`src/poa_pkg.sv`:
```
// Package of widths, field positions and phase codes for the operand address former
package poa_pkg;
    localparam int ADDR_W        = 15;                // Memory address width
    localparam int WORD_W        = 16;                // Instruction / memory word width
    localparam int OFS_W         = 10;                // Direct reference field width
    localparam int PAGE_W        = ADDR_W - OFS_W;    // Page number width
    localparam int PAGE_SEL_BIT  = 10;                // Zero/current page selector
    localparam int INDIRECT_BIT  = 15;                // Indirect flag in instruction and address word
    localparam logic [OFS_W-1:0]  OFS_MAX    = 10'h3FF;   // Last offset in a page
    localparam logic [PAGE_W-1:0] PAGE_ZERO  = 5'h00;     // Page zero number
    localparam logic [ADDR_W-1:0] ADDR_RESET = 15'h0000;  // Address register after reset

    // Machine phases
    typedef enum logic [1:0] {
        POA_FETCH,
        POA_INDIRECT,
        POA_EXECUTE
    } poa_phase_t;
endpackage

```
`src/poa_mem_if.sv`:
```
// Interface carrying one memory read request and its returned word
interface poa_mem_if;
    logic                         req;
    logic [poa_pkg::ADDR_W-1:0]   addr;
    logic                         ack;
    logic [poa_pkg::WORD_W-1:0]   rdata;

    modport former (output req, output addr, input ack, input rdata);
    modport buffer (input req, input addr, output ack, output rdata);
endinterface

```
`src/poa_former.sv`:
```
// Operand address former: fetch, indirect and execute phase address handling
// Contract
// Fetch copies instruction bits 0-9 into address register bits 0-9.
// Current-page fetch keeps upper address bits from the instruction's own address.
// Instruction bit 10 zero clears upper address bits; one keeps them.
// Direct field covers offsets 0000-1777 octal; higher needs page bits.
// Pages hold 2000 octal (1024) locations, equal to direct range.
// Page number is the five top address bits read as binary.
// Direct reference reaches only page zero or the current page.
// Instruction bit 15 set enters indirect phase, loading read word as address.
// After indirect, bit 15 zero goes to execute, one repeats indirect.
// At each fetch start the address register holds the instruction address.
module poa_former (
    clk_sys,
    rst_n,
    start,
    start_addr,
    mem_ack,
    mem_rdata,
    mem_req,
    mem_addr,
    exec_done,
    next_addr,
    phase,
    page_num,
    operand_addr,
    operand_valid,
    instr_word
);
    input  wire logic                         clk_sys;
    input  wire logic                         rst_n;
    input  wire logic                         start;
    input  wire logic [poa_pkg::ADDR_W-1:0]   start_addr;
    input  wire logic                         mem_ack;
    input  wire logic [poa_pkg::WORD_W-1:0]   mem_rdata;
    output wire logic                         mem_req;
    output wire logic [poa_pkg::ADDR_W-1:0]   mem_addr;
    input  wire logic                         exec_done;
    input  wire logic [poa_pkg::ADDR_W-1:0]   next_addr;
    output wire poa_pkg::poa_phase_t          phase;
    output wire logic [poa_pkg::PAGE_W-1:0]   page_num;
    output wire logic [poa_pkg::ADDR_W-1:0]   operand_addr;
    output wire logic                         operand_valid;
    output wire logic [poa_pkg::WORD_W-1:0]   instr_word;

    localparam int PW = poa_pkg::PAGE_W;
    localparam int OW = poa_pkg::OFS_W;

    typedef struct packed {
        poa_pkg::poa_phase_t        phase;
        logic                       run;
        logic [poa_pkg::ADDR_W-1:0] maddr;
        logic [poa_pkg::WORD_W-1:0] instr;
        logic                       opvalid;
    } poa_state_t;

    poa_state_t state_reg;
    poa_state_t state_next;

    poa_mem_if mif ();

    // Memory word buffer
    poa_word_buf u_buf (
        .clk_sys   (clk_sys),
        .rst_n     (rst_n),
        .mem_ack   (mem_ack),
        .mem_rdata (mem_rdata),
        .mif       (mif)
    );

    // Read request held in fetch and indirect phases
    assign mif.req  = state_reg.run && (state_reg.phase != poa_pkg::POA_EXECUTE) && !mif.ack;
    assign mif.addr = state_reg.maddr;

    // Phase sequencing and address formation
    always_comb begin
        logic [poa_pkg::WORD_W-1:0] w;
        w          = mif.rdata;
        state_next = state_reg;
        if (start) begin
            // Load address: fetch begins at the given instruction address
            state_next.run     = 1'b1;
            state_next.phase   = poa_pkg::POA_FETCH;
            state_next.maddr   = start_addr;
            state_next.opvalid = 1'b0;
        end else if (state_reg.run) begin
            case (state_reg.phase)
                poa_pkg::POA_FETCH: begin
                    if (mif.ack) begin
                        state_next.instr = w;
                        // Offset from instruction, page bits kept or cleared
                        state_next.maddr[OW-1:0] = w[OW-1:0];
                        if (!w[poa_pkg::PAGE_SEL_BIT]) begin
                            state_next.maddr[poa_pkg::ADDR_W-1:OW] = poa_pkg::PAGE_ZERO;
                        end
                        // Otherwise upper bits stay: current page    R2 R7
                        if (w[poa_pkg::INDIRECT_BIT]) begin
                            state_next.phase = poa_pkg::POA_INDIRECT;
                        end else begin
                            state_next.phase   = poa_pkg::POA_EXECUTE;
                            state_next.opvalid = 1'b1;
                        end
                    end
                end
                poa_pkg::POA_INDIRECT: begin
                    if (mif.ack) begin
                        state_next.maddr = w[poa_pkg::ADDR_W-1:0];
                        if (!w[poa_pkg::INDIRECT_BIT]) begin
                            state_next.phase   = poa_pkg::POA_EXECUTE;
                            state_next.opvalid = 1'b1;
                        end
                    end
                end
                poa_pkg::POA_EXECUTE: begin
                    if (exec_done) begin
                        // Next instruction address for the coming fetch
                        state_next.maddr   = next_addr;
                        state_next.phase   = poa_pkg::POA_FETCH;
                        state_next.opvalid = 1'b0;
                    end
                end
                default: begin
                    state_next.phase = poa_pkg::POA_FETCH;
                end
            endcase
        end
    end

    always_ff @(posedge clk_sys or negedge rst_n) begin
        if (!rst_n) begin
            state_reg.phase   <= poa_pkg::POA_FETCH;
            state_reg.run     <= 1'b0;
            state_reg.maddr   <= poa_pkg::ADDR_RESET;
            state_reg.instr   <= '0;
            state_reg.opvalid <= 1'b0;
        end else begin
            state_reg <= state_next;
        end
    end

    // Outputs
    assign mem_req       = mif.req;
    assign mem_addr      = state_reg.maddr;
    assign phase         = state_reg.phase;
    assign page_num      = state_reg.maddr[poa_pkg::ADDR_W-1:OW];
    assign operand_addr  = state_reg.maddr;
    assign operand_valid = state_reg.opvalid;
    assign instr_word    = state_reg.instr;

    // Helpers for checks
    logic fetch_done;
    logic ind_done;
    assign fetch_done = state_reg.run && !start && state_reg.phase == poa_pkg::POA_FETCH && mif.ack;
    assign ind_done   = state_reg.run && !start && state_reg.phase == poa_pkg::POA_INDIRECT
                        && mif.ack;

    // Waiting and holding checks: reads hold until the word arrives, execute holds until exec_done
    logic read_wait;
    assign read_wait = state_reg.run && !start && !mif.ack;
endmodule

```
`src/poa_word_buf.sv`:
```
// Registered buffer that captures a word from memory on acknowledge
module poa_word_buf (
    input  wire logic                       clk_sys,
    input  wire logic                       rst_n,
    input  wire logic                       mem_ack,
    input  wire logic [poa_pkg::WORD_W-1:0] mem_rdata,
    poa_mem_if.buffer                       mif
);
    typedef struct packed {
        logic                       ack;
        logic [poa_pkg::WORD_W-1:0] word;
    } poa_buf_state_t;

    poa_buf_state_t state_reg;
    poa_buf_state_t state_next;

    // Capture the word only while a read is outstanding
    always_comb begin
        state_next     = state_reg;
        state_next.ack = mif.req && mem_ack && !state_reg.ack;
        if (state_next.ack) begin
            state_next.word = mem_rdata;
        end
    end

    always_ff @(posedge clk_sys or negedge rst_n) begin
        if (!rst_n) begin
            state_reg <= '0;
        end else begin
            state_reg <= state_next;
        end
    end

    assign mif.ack   = state_reg.ack;
    assign mif.rdata = state_reg.word;
endmodule

```
`config.mk`:
```
export PLATFORM = sky130hd
export DESIGN_NAME = poa_former
export DESIGN_NICKNAME = d
export VERILOG_FILES = /design/src/poa_pkg.sv /design/src/poa_mem_if.sv /design/src/poa_former.sv /design/src/poa_word_buf.sv
export SDC_FILE = /design/constraint.sdc
export NUM_CORES = 1
export LEC_CHECK = 0
export ABC_CLOCK_PERIOD_IN_PS = 2050
export BUFFER_PORTS_ARGS = -buffer_cell sky130_fd_sc_hd__buf_2
export CAP_MARGIN = 20
export CORE_ASPECT_RATIO = 2
export CORE_MARGIN = 1
export CORE_UTILIZATION = 45
export CTS_CLUSTER_SIZE = 10
export DETAILED_ROUTE_END_ITERATION = 6
export PLACE_DENSITY_LB_ADDON = 0.12
export SYNTH_ARGS = -nofsm -noshare
export SYNTH_HDL_FRONTEND = slang
export SYNTH_SLANG_ARGS = --single-unit
```
`constraint.sdc`:
```
create_clock -name clk_sys -period 2.05 [get_ports clk_sys]
set_clock_uncertainty 0.15 [all_clocks]
set_input_delay 0.205 -clock clk_sys [delete_from_list [all_inputs] [get_ports clk_sys]]
set_output_delay 0.205 -clock clk_sys [all_outputs]
set_load 0.02 [all_outputs]
```
Yosys cells after proc, flatten, opt, wreduce, memory -nomap -nowiden
Cells that the tools add are included.
- input bits: 51
- logic and storage cells: 50
- register bits: 52
- mux-type cells: 21
- bitwise logic cells: 1
- eq/ne operators: 8
- reduce and logical (&&, ||, !) cells: 12
- operators by type and width (operator ; number):
    32-bit 2-to-1 mux ; 2
    15-bit 2-to-1 mux ; 3
    15-bit one-hot mux with 3 select lines ; 1
    16-bit 2-to-1 mux ; 1
    2-bit 2-to-1 mux ; 7
    5-bit AND reduction ; 2
    3-bit != test, second input constant ; 3
    3-bit by 2-bit != test with 1-bit output, second input constant ; 2
    2-bit one-hot mux with 3 select lines ; 1
    6-bit AND reduction ; 1
    5-bit 2-to-1 mux ; 1
    1-bit logical AND ; 4
    1-bit 2-to-1 mux ; 4
    4-bit AND reduction ; 1
    4-bit nonzero test ; 1
    1-bit one-hot mux with 3 select lines ; 1
    2-bit by 1-bit equality test with 1-bit output, second input constant ; 1
    2-bit equality test, second input constant ; 1
    2-bit logical NOT ; 1
    2-bit != test, second input constant ; 1
    2-bit nonzero test ; 1
    1-bit logical NOT ; 1
    1-bit inverter ; 1

Logic depth before layout (Yosys ltp)
Gate-level depths: netlist of the first run.
- depth in word-level cells: 5
- mapped depth: 8

Cells and area by module
A second synthesis of the first run with hierarchy kept.
- cell total of the unflattened synthesis: 245
- area, all modules: 2907.8 um^2
- by module, submodules not included (module ; times used ; cells each ; area an instance (um^2)):
    poa_former ; 1 ; 209 ; 2233.4
    poa_word_buf ; 1 ; 36 ; 674.4

Worst setup path before layout of the first run
OpenSTA, ideal clock, no wires.
- kind: register to register
- from: register, netlist name phase[0]
- to: register u_buf.state_reg, in the netlist u_buf.mif.rdata[1]
- required time: 1775 ps
- setup slack: -372 ps
- stages on the path, launching flop included: 8
- data arrival time: 2147 ps
- setup time: 125 ps
- buffers on the path: 2
- period minus slack after synthesis: 2422 ps
- cells stage by stage: dfrtp_1 -> inv_1 -> ha_1 -> nor3b_1 -> and2_1 -> buf_4 -> buf_6 -> mux2_2
- RTL lines (item ; RTL line ; text):
    end signal: assignment ; poa_word_buf.sv:30 ; state_reg <= state_next;
    end: declaration ; poa_word_buf.sv:14 ; poa_buf_state_t state_reg;

Worst setup path after layout of the first run
- from: register, netlist name phase[1]
- to: register state_reg, in the netlist mem_addr[9]
- word-level cells in the longest chain between the ends: 4
- elaborated cells between the ends (all ways): 11
- RTL lines (item ; RTL line ; text):
    2-bit equality test, or another cell as far along ; poa_former.sv:87 ; case (state_reg.phase)
    15-bit one-hot mux with 3 select lines ; poa_former.sv:87 ;
    32-bit 2-to-1 mux ; poa_former.sv:86 ; end else if (state_reg.run) begin
    15-bit 2-to-1 mux ; poa_former.sv:80 ; if (start) begin
    end signal: assignment ; poa_former.sv:137 ; state_reg <= state_next;
    end: declaration ; poa_former.sv:57 ; poa_state_t state_reg;
Several ways; a longest one is shown, not always the timed one. The select of a mux whose other input is x is not followed.
A chain may end at the register's enable or synchronous reset.

==> out/qor.txt, run 1 <==
Initial antenna violation count: 0
Avg WL per Cell: 15.5 microns
Kind of critical path: register to register
Clock network power share: 15.1%
Unrepaired setup endpoints after global routing: yes
Clock Sinks: 52
Inserted Diodes: 0
CTS tree: built
CTS clk-pin slew, worst paths: 0.06 ns
Hold Crit Class: input port to register
Buffers added on ports: 105
Synth warn: 0
Drt pass-1 iters: 4
Global routing usage on met3: 3.84%
Total GRT Usage: 20.4%
Num CTS Buffers: 5
CP max FO: 12
Minimum clock period: 2.06 ns
CP startpoint kind: register
Mapped Cells: 243
Final number of setup-violating endpoints: 2
Post-Syn Area: 2830 sq um
DRT iter0 DRCs: 42
Gr busiest metal: met2
Via-to-Cell Ratio: 4.88
Worst path max stage delay: 0.40 ns
CTS Root Buffer Type: clkbuf_16
Drt total wl: 6.29 mm
Post-DRT Antenna Nets: 0
Tightest Pin Transition: 0.292 ns
Power Dens Cells: 1610 nW/um^2
CTS max path bufs: 2
Post-DP HPWL: 4.74 mm
Final slew viol count: 0
Sw power: 0.00226 W
Outcome: finished, violations left
Fin util: 58.2%
P_leak: 1.71 nW
Die Ht: 114 microns
Power Internal: 0.00339 W
Post-route DRC: 0
Avg Inst Size Synth: 11.7 sq um
Crit. End Element: register
Vias: 1988
Die area: 6630 sq um
Peak supply drop: 0.000887 V
Sequential fraction of the synthesis area: 46.0%
Met1 Use GR: 21.0%
Initial core utilization: 46.8%
Hold Violations, Final: 0
Largest net degree at the start of global routing: 53
# Max-Cap Violations: 0
Nets: 377
Die W: 58.1 microns
Mapped Nets: 298
Final Total Pwr: 0.00565 W
Worst-Skew Late Latency: 0.29 ns
Total grt overflow: 0
First-pass GRT wire length: 9.83 mm
Share of cells above drive strength 1: 59.8%
Crit share post-route: 100%
Num ports: 106
Failing checks: setup timing
Arr. time, crit path: 2.09 ns
CP max stage cell: dfrtp_1
Met2 GRT Util: 38.6%
Slew Limit Headroom: 80.3%
Logic pwr share: 51.8%
Core Area: 6060 sq um
GPL Wtd Cong: 0.785
Seq pwr share: 33.0%
Count of different cell masters after synthesis: 34
Max Freq: 0.486 GHz
Yosys reg bits: 52
Setup ws final: -0.00965 ns
Req. time, crit path: 2.08 ns
Layout area overhead: 24.4%
Reg2Reg Setup Slack: -0.01 ns
H-tree depth: 2
Net Sw Frac: 40.0%
Critical-path cell list: buf_6, ha_4, or3_4, a41oi_4, buf_12, mux2_2
Placement Rows: 40
Number of global-route vias before repair: 2059
## power by group through the flow
stage	Sequential [W]	Combinational [W]	Clock [W]
finish	0.00187	0.00293	0.000855
global route	0.00194	0.00316	0.000913
CTS	0.00189	0.00295	0.000876
detailed placement	0.00191	0.00288	0
global placement	0.00189	0.00286	0
floorplan	0.00179	0.00259	0
## through the flow
| stage | hold WS (ns) | area, sq um | std cells | setup slack [ns] | setup TNS, ns |
|---|---|---|---|---|---|
| floorplan | -0.241 | 2870 | 243 | -0.0292 | -0.234 |
| global placement | 0.0698 | 3220 | 386 | -0.0277 | -0.143 |
| detailed placement | 0.0699 | 3220 | 386 | -0.0645 | -0.346 |
| CTS | 0.000928 | 3510 | 407 | -0.0177 | -0.0343 |
| global route | 0.00671 | 3520 | 407 | -0.0719 | -0.471 |
| finish | 0.00532 | 3520 | 407 | -0.00965 | -0.0190 |
## cells by family (layout without fill, tap and decap cells)
family	after synthesis	count (layout)	share of synthesized area [%]
fa+ha+maj	4	4	1.77
buf+inv	66	146	16.6
compound gates	41	41	10.3
mux	45	45	19.0
simple gates	35	35	6.45
flops	52	52	46.0
## cell usage after synthesis
master,count,share of area [%]
a21oi_1,1,0.18
a22oi_1,15,4.0
a31oi_1,1,0.22
a31oi_4,1,0.75
a41oi_4,1,0.97
and2_1,2,0.44
and2b_1,1,0.27
and3_1,1,0.22
buf_1,1,0.13
buf_2,2,0.35
buf_4,54,14
buf_6,2,0.80
clkbuf_1,3,0.40
clkbuf_2,1,0.18
dfrtp_1,52,46
ha_1,4,1.8
inv_1,3,0.40
mux2_2,37,15
mux2_4,8,4.2
nand2_1,20,2.7
nand2b_1,1,0.22
nand3_1,2,0.35
nand3_2,1,0.35
nand4b_1,1,0.31
nor2_2,1,0.22
nor2b_1,1,0.22
nor3b_1,1,0.27
o211ai_1,1,0.27
o21ai_0,19,3.4
o21bai_1,1,0.27
o22a_1,1,0.31
or2_2,1,0.22
or2b_2,1,0.31
or3_4,1,0.40
## cell usage in the layout (no fill, tap or decap), types with 2 or more instances in the layout
cell type	Yosys	routed
buf_2	2	105
o21ai_0	19	19
nand3_1	2	2
a22oi_1	15	14
ha_4	0	2
buf_4	54	13
buf_12	0	4
inv_2	0	2
dfrtp_1	52	52
mux2_2	37	37
dlygate4sd3_1	0	12
mux2_4	8	8
clkbuf_16	0	5
nand2_1	20	20
## final cells by class
class	count	area, sq um
clock buffer	7	143
clock inverter	1	7.51
fill	527	2530
inverter	3	11.3
multi-input combinational	125	1120
sequential	52	1300
tap	84	105
timing repair buffer	135	835
## routing by layer
layer	wire length, microns	vias to the layer above
met2	3490	85
met5	0	-
met4	133	0
met1	2360	944
li1	-	951
met3	305	8
## timing repair
action                                 4_1_cts  5_1_grt
setup endpoints to repair                   11       30
gates resized for setup                      4        3
buffers inserted                             1        0
endpoints found under the hold margin       63        0
hold buffers                                12        0
pin swaps                                    1        1
## path summary, 6_finish.rpt
| check | end | start | depth (start not counted) |
|---|---|---|---|
| setup / recovery | mem_addr[9]$_DFFE_PN0P_ | phase[1]$_DFFE_PN0P_ | 6 |
| hold / removal | u_buf.mif.rdata[5]$_DFFE_PN0P_ | mem_rdata[5] | 2 |
| setup reg to reg | mem_addr[9]$_DFFE_PN0P_ | phase[1]$_DFFE_PN0P_ | 6 |
| hold reg to reg | instr_word[15]$_DFFE_PN0P_ | instr_word[15]$_DFFE_PN0P_ | 2 |
| max in group asynchronous | phase[1]$_DFFE_PN0P_ | rst_n | 3 |
| min in group asynchronous | u_buf.mif.rdata[12]$_DFFE_PN0P_ | rst_n | 3 |
## critical path: cells and delay by family, from the launching register on
family | cells | cell delay (ns)
flops | 1 | 0.40
simple gates | 1 | 0.36
mux | 1 | 0.33
buf+inv | 2 | 0.32
compound gates | 1 | 0.24
fa+ha+maj | 1 | 0.15
Power figures use the tool's default switching activity.
==> run 2, diff against run 1 <==
CORE_UTILIZATION = 29   (was 45)
PLACE_DENSITY = 0.51   (was unset)
PLACE_DENSITY_LB_ADDON = unset   (was 0.12)
SYNTH_HIERARCHICAL = 1   (was unset)
==> run 2 against run 1 <==
  * The run still ends with setup timing left
  * Sequential power rose by 3%
  * Die area rose by 58%
  * Cell count rose by 13%
  * Sequential cell count did not move
  * Wire length rose by 17%
  * Clock power fell by 4.8%
  * Largest power group unchanged
  * Fmax fell by 2.7%
  * Final area rose by 3.2%
  * Highest routed layer unchanged
  * Hold slack barely moved
  * Sequential share of layout area fell by 1.1 points
  * Critical endpoint is now mem_addr[4]$_DFFE_PN0P_
  * Combinational power fell by 2%
==> out/qor.txt, run 2 <==
Synth cell count leaders: buf_4 (53), dfrtp_1 (52), mux2_2 (28) (was buf_4 (54), dfrtp_1 (52), mux2_2 (37))
Die W: 72.8 microns (was 58.1 microns)
Die area: 10500 sq um (was 6630 sq um)
Main synth FF type: dfrtp_1 (unchanged)
Avg WL per Cell: 16.1 microns (was 15.5 microns)
Inserted Diodes: 0 (unchanged)
Outcome: finished, violations left (unchanged)
Slew Limit Headroom: 66.0% (was 80.3%)
Synth top area cells: dfrtp_1 (45%), buf_4 (14%), mux2_2 (11%), mux2_4 (9.3%), a22oi_1 (3.9%) (was dfrtp_1 (46%), mux2_2 (15%), buf_4 (14%), mux2_4 (4.2%), a22oi_1 (4.0%))
Most common library cell in the layout ignoring fill and taps: buf_2 (unchanged)
Yosys reg bits: 52 (unchanged)
Hold Violations, Final: 0 (unchanged)
Non-filler cells, final: 459 (was 407)
Layout area overhead: 25.0% (was 24.4%)
Hold Crit Class: input port to register (unchanged)
GPL Wtd Cong: 0.790 (was 0.785)
Tightest Pin Transition: 0.510 ns (was 0.292 ns)
Post-synth ARST share: 100% (unchanged)
Avg Inst Size Synth: 11.9 sq um (was 11.7 sq um)
Vias: 2004 (was 1988)
Most frequent cells in the layout: buf_2 (105), dfrtp_1 (51), mux2_2 (28) (was buf_2 (105), dfrtp_1 (52), mux2_2 (37))
Num CTS Buffers: 5 (unchanged)
P_leak: 1.79 nW (was 1.71 nW)
CP max FO: 6 (was 12)
Via-to-Cell Ratio: 4.37 (was 4.88)
Setup ws final: -0.0671 ns (was -0.00965 ns)
Crit. End Element: register (unchanged)
Req. time, crit path: 2.08 ns (about the same)
CTS Root Buffer Type: clkbuf_16 (unchanged)
Crit share post-route: 103% (was 100%)
Unrepaired setup endpoints after global routing: yes (unchanged)
CP startpoint kind: register (unchanged)
Post-synth EDFFs: 0 (unchanged)
Core Area: 9760 sq um (was 6060 sq um)
Placement Rows: 51 (was 40)
Clock Sinks: 52 (unchanged)
Share of cells above drive strength 1: 58.7% (was 59.8%)
# fillers: 984 (was 527)
Mapped Cells: 245 (was 243)
Cell with the most instances after synthesis: buf_4 (unchanged)
Arr. time, crit path: 2.14 ns (was 2.09 ns)
Buffers added on ports: 105 (unchanged)
DRT iter0 DRCs: 73 (was 42)
# Max-Cap Violations: 0 (unchanged)
# placed instances: 433 (was 386)
H-tree depth: 2 (unchanged)
First-pass GRT wire length: 10.7 mm (was 9.83 mm)
Total grt overflow: 0 (unchanged)
Drt total wl: 7.37 mm (was 6.29 mm)
Power Dens Cells: 1540 nW/um^2 (was 1610 nW/um^2)
Number of global-route vias before repair: 1948 (was 2059)
Post-Syn Area: 2910 sq um (was 2830 sq um)
Multi-input logic area: 1200 sq um (was 1120 sq um)
Post-route DRC: 0 (unchanged)
Peak supply drop: 0.000833 V (was 0.000887 V)
Failing checks: setup timing (unchanged)
Num ports: 106 (unchanged)
CTS max path bufs: 2 (unchanged)
Hold WS: 0.00532 ns (about the same)
Mapped Nets: 301 (was 298)
Post-DRT Antenna Nets: 0 (unchanged)
Worst path max stage delay: 0.42 ns (was 0.40 ns)
Largest net degree at the start of global routing: 23 (was 53)
Die Ht: 144 microns (was 114 microns)
CTS clk-pin slew, worst paths: 0.07 ns (was 0.06 ns)
Max Freq: 0.472 GHz (was 0.486 GHz)
Dpl ws: -0.232 ns (was -0.0645 ns)
Final number of setup-violating endpoints: 15 (was 2)
Kind of critical path: register to register (unchanged)
Post-DP HPWL: 5.57 mm (was 4.74 mm)
Register area: 1300 sq um (about the same)
Drt pass-1 iters: 4 (unchanged)
Synth warn: 6 (was 0)
Setup tns final: -0.633 ns (was -0.0190 ns)
Top cell type's share of synthesized area: 44.8% (was 46.0%)
Synth area leader: dfrtp_1 (unchanged)
Total GRT Usage: 14.4% (was 20.4%)
Worst-Skew Late Latency: 0.29 ns (about the same)
Sequential fraction of the synthesis area: 44.8% (was 46.0%)
Nets: 383 (was 377)
Fin util: 37.2% (was 58.2%)
Minimum clock period: 2.12 ns (was 2.06 ns)
Final slew viol count: 0 (unchanged)
Initial antenna violation count: 0 (unchanged)
Critical-path cell list: buf_6, ha_4, or3_4, a21oi_4, nor2_4, mux2_4 (was buf_6, ha_4, or3_4, a41oi_4, buf_12, mux2_2)
Initial core utilization: 29.8% (was 46.8%)
CP max stage cell: dfrtp_1 (unchanged)
Count of different cell masters after synthesis: 32 (was 34)
CTS tree: built (unchanged)
-- run 2: changes by cell type after synthesis, moves of 2 or more --
cell | before | now
nand2b_1 | 1 | 5
nand3_1 | 2 | 0
mux2_4 | 8 | 18
nand2_1 | 20 | 18
mux2_2 | 37 | 28
-- run 2: cell type report --
type / instances / share of cell area (%)
Timing Repair Buffer: 136 / 22.3
Tap cell: 132 / 4.55
Sequential cell: 52 / 35.8
Multi-Input combinational cell: 128 / 33.1
Clock inverter: 2 / 0.344
Inverter: 4 / 0.413
Clock buffer: 5 / 3.44
-- run 2: worst paths after layout --
check / from / endpoint / slack, ns / cells after the start
worst max-delay path: phase[0]$_DFFE_PN0P_ / mem_addr[4]$_DFFE_PN0P_ / -0.07 / 6
worst min-delay path: mem_rdata[10] / u_buf/mif.rdata[10]$_DFFE_PN0P_ / 0.005 / 2
worst max register to register: phase[0]$_DFFE_PN0P_ / mem_addr[4]$_DFFE_PN0P_ / -0.07 / 6
worst min register to register: instr_word[15]$_DFFE_PN0P_ / instr_word[15]$_DFFE_PN0P_ / 0.33 / 2
max in group asynchronous: rst_n / phase[1]$_DFFE_PN0P_ / 0.84 / 3
min in group asynchronous: rst_n / u_buf/mif.rdata[11]$_DFFE_PN0P_ / 0.27 / 2
-- run 2: kinds of logic (layout without fill, tap and decap cells) --
group / after synthesis / in the layout / synth area share, %
AOI/OAI and AO/OA: 41 / 41 / 9.94
adders and majority gates: 5 / 5 / 2.15
buffers and inverters: 66 / 147 / 16.2
DFF: 52 / 52 / 44.8
muxes: 47 / 47 / 20.5
and+or+nand+nor: 34 / 35 / 6.45
-- run 2: power breakdown --
group | internal, W | leakage (nW) | switching [W]
clock network | 0.000444 | 0.0657 | 0.000370
registers | 0.00151 | 0.629 | 0.000413
logic | 0.00134 | 1.09 | 0.00152
-- run 2: stage by stage --
| stage | total power (W) | instance area (sq um) |
|---|---|---|
| final | 0.00560 | 3630 |
| after global placement | 0.00468 | 3270 |
| after floorplan | 0.00437 | 2920 |
| after detailed placement | 0.00473 | 3270 |
| after global routing | 0.00595 | 3630 |
| after CTS | 0.00562 | 3570 |
-- run 2: per-layer routing --
metal | GRT usage, % | part of all wire [%] | vias to the layer above
met1 | 15.3 | 36 | 977
li1 | - | - | 953
met2 | 26.3 | 57 | 64
met4 | 7.02 | 2.6 | 0
met5 | 0 | 0 | -
met3 | 2.73 | 3.9 | 10
-- run 2: what timing repair did --
action,in CTS,in global routing
setup endpoints to repair,16,41
gates resized for setup,3,8
pin swaps,0,5
endpoints found under the hold margin,34,0
cloned,0,1
buffers inserted,0,3
hold buffers,15,0
-- run 2: critical path, delay by kind of cell (launching register included) --
family,cells,cell delay (ns)
adders and majority gates,1,0.17
AOI/OAI and AO/OA,1,0.30
DFF,1,0.42
and+or+nand+nor,2,0.51
muxes,1,0.31
buffers and inverters,1,0.14
==> run 3, diff against run 2 <==
PLACE_DENSITY = 0.52   (was 0.51)
SYNTH_HIERARCHICAL = unset   (was 1)
==> run 3 against run 2 <==
  * The flow still finishes with violations (setup timing)
  * Fmax increased by 2.2%
  * Sequential power about the same
  * Combinational power increased by 8.4%
  * Utilization increased by 1.9 points
  * Critical path depth unchanged
  * Final area increased by 1.7%
  * Clock power increased by 19%
  * Die area decreased by 2.6%
  * Highest routed layer unchanged
==> out/qor.txt, run 3 (synthesis gave the netlist of run 1 again) <==
Post-DRT Antenna Nets: 0 (unchanged)
Post-DP HPWL: 5.34 mm (was 5.57 mm)
Setup ws final: -0.0223 ns (was -0.0671 ns)
Core Area: 9450 sq um (was 9760 sq um)
Nets: 382 (was 383)
Clock Sinks: 52 (unchanged)
Peak supply drop: 0.000726 V (was 0.000833 V)
Drt total wl: 7.43 mm (was 7.37 mm)
Num ports: 106 (unchanged)
Via-to-Cell Ratio: 4.44 (was 4.37)
Placed instance area: 3260 sq um (was 3270 sq um)
Die Ht: 142 microns (was 144 microns)
Worst-Skew Late Latency: 0.29 ns (about the same)
Die area: 10200 sq um (was 10500 sq um)
CTS tree: built (unchanged)
Initial antenna violation count: 0 (unchanged)
Number of global-route vias before repair: 2057 (was 1948)
First-pass GRT wire length: 11.1 mm (was 10.7 mm)
Avg WL per Cell: 16.2 microns (was 16.1 microns)
CTS max path bufs: 2 (unchanged)
Hold Violations, Final: 0 (unchanged)
CP max FO: 12 (was 6)
# fillers: 927 (was 984)
Kind of critical path: register to register (unchanged)
Vias: 2033 (was 2004)
Unrepaired setup endpoints after global routing: yes (unchanged)
Most frequent cells in the layout: buf_2 (105), dfrtp_1 (51), mux2_2 (30) (was buf_2 (105), dfrtp_1 (51), mux2_2 (28))
Die W: 71.9 microns (was 72.8 microns)
Non-filler cells, final: 458 (was 459)
Hold path depth: 3 (was 2)
Power Dens Cells: 1610 nW/um^2 (was 1540 nW/um^2)
Initial core utilization: 30.0% (was 29.8%)
Tightest Pin Transition: 0.681 ns (was 0.510 ns)
Total GRT Usage: 14.9% (was 14.4%)
CP startpoint kind: register (unchanged)
Largest net degree at the start of global routing: 53 (was 23)
Dpl ws: -0.0770 ns (was -0.232 ns)
Crit share post-route: 101% (was 103%)
Num CTS Buffers: 5 (unchanged)
Hold Crit Class: input port to register (unchanged)
Total grt overflow: 0 (unchanged)
Drt pass-1 iters: 4 (unchanged)
H-tree depth: 2 (unchanged)
Final number of setup-violating endpoints: 14 (was 15)
Req. time, crit path: 2.08 ns (about the same)
GPL Wtd Cong: 0.773 (was 0.790)
Final Total Pwr: 0.00596 W (was 0.00560 W)
Slew Limit Headroom: 54.6% (was 66.0%)
Layout area overhead: 30.5% (was 25.0%)
Post-route DRC: 0 (unchanged)
Buffers added on ports: 105 (unchanged)
CTS clk-pin slew, worst paths: 0.07 ns (about the same)
CTS Root Buffer Type: clkbuf_16 (unchanged)
Placement Rows: 50 (was 51)
Minimum clock period: 2.07 ns (was 2.12 ns)
Most common library cell in the layout ignoring fill and taps: buf_2 (unchanged)
P_leak: 1.77 nW (was 1.79 nW)
# placed instances: 431 (was 433)
Final slew viol count: 0 (unchanged)
Arr. time, crit path: 2.10 ns (was 2.14 ns)
Crit. End Element: register (unchanged)
Max Freq: 0.483 GHz (was 0.472 GHz)
FF-to-FF path depth: 6 (unchanged)
Final Cell Area: 3700 sq um (was 3630 sq um)
# Max-Cap Violations: 0 (unchanged)
Inserted Diodes: 0 (unchanged)
Failing checks: setup timing (unchanged)
Outcome: finished, violations left (unchanged)
Share of cells above drive strength 1: 60.7% (was 58.7%)
DRT iter0 DRCs: 81 (was 73)
run 3: changes by cell type in the layout (fill, tap and decap cells not counted), moves of 2 or more:
cell | before | now
buf_12 | 1 | 3
buf_4 | 14 | 17
dlygate4sd3_1 | 15 | 13
ha_1 | 2 | 0
mux2_2 | 28 | 30
mux2_4 | 18 | 15
nand2_1 | 18 | 20
nand2b_1 | 4 | 1
nand3_1 | 0 | 2
nor2_4 | 2 | 0
run 3: power by group:
part	internal [W]	leakage (nW)	total (W)	switching (W)
clock network	0.000575	0.0798	0.000969	0.000394
registers	0.00151	0.627	0.00190	0.000387
logic	0.00149	1.07	0.00310	0.00161
run 3: per-stage QoR:
step | setup TNS (ns) | util (%) | hold slack, ns
finish | -0.202 | 39.1 | 0.00136
global route | -1.17 | 39.1 | 0.00156
CTS | -0.451 | 38.4 | 0.00106
detailed placement | -0.713 | 34.5 | 0.229
global placement | -0.252 | 34.5 | 0.225
floorplan | -0.234 | - | -0.241
run 3: final cells by class:
cell class / instances / area, sq um / share of cell area [%]
Sequential cell: 52 / 1300 / 35.2
Inverter: 3 / 13.8 / 0.372
Clock inverter: 3 / 42.5 / 1.15
Tap cell: 130 / 163 / 4.40
Timing Repair Buffer: 140 / 896 / 24.2
Multi-Input combinational cell: 125 / 1150 / 31.2
Clock buffer: 5 / 125 / 3.39
run 3: routing by layer:
| metal | vias to the layer above | GRT usage, % | wire length, microns |
|---|---|---|---|
| met5 | - | 0 | 0 |
| li1 | 951 | - | - |
| met4 | 0 | 6.09 | 150 |
| met1 | 993 | 15.3 | 2720 |
| met2 | 80 | 28.6 | 4200 |
| met3 | 9 | 2.70 | 357 |
run 3: repair_timing:
item,4_1_cts,5_1_grt
pin swaps,2,4
endpoints found under the hold margin,64,0
buffers inserted,2,2
resized for setup,10,7
hold buffers,13,0
gates cloned,1,1
setup endpoints to repair,30,30
run 3: worst paths after layout:
path / end / from / slack [ns]
max: mem_addr[2]$_DFFE_PN0P_ / phase[1]$_DFFE_PN0P_ / -0.02
min: u_buf.mif.rdata[15]$_DFFE_PN0P_ / mem_rdata[15] / 0.001
max reg2reg: mem_addr[2]$_DFFE_PN0P_ / phase[1]$_DFFE_PN0P_ / -0.02
min reg2reg: instr_word[15]$_DFFE_PN0P_ / instr_word[15]$_DFFE_PN0P_ / 0.33
max in group asynchronous: phase[0]$_DFFE_PN0P_ / rst_n / 0.85
min in group asynchronous: instr_word[13]$_DFFE_PN0P_ / rst_n / 0.42
run 3: worst max-delay path: stages, from the launching register on:
cell and delay (ns):
dfrtp_1 0.41, buf_4 0.16, ha_4 0.15, or3_4 0.36
a41oi_4 0.24, buf_12 0.18, mux2_4 0.30
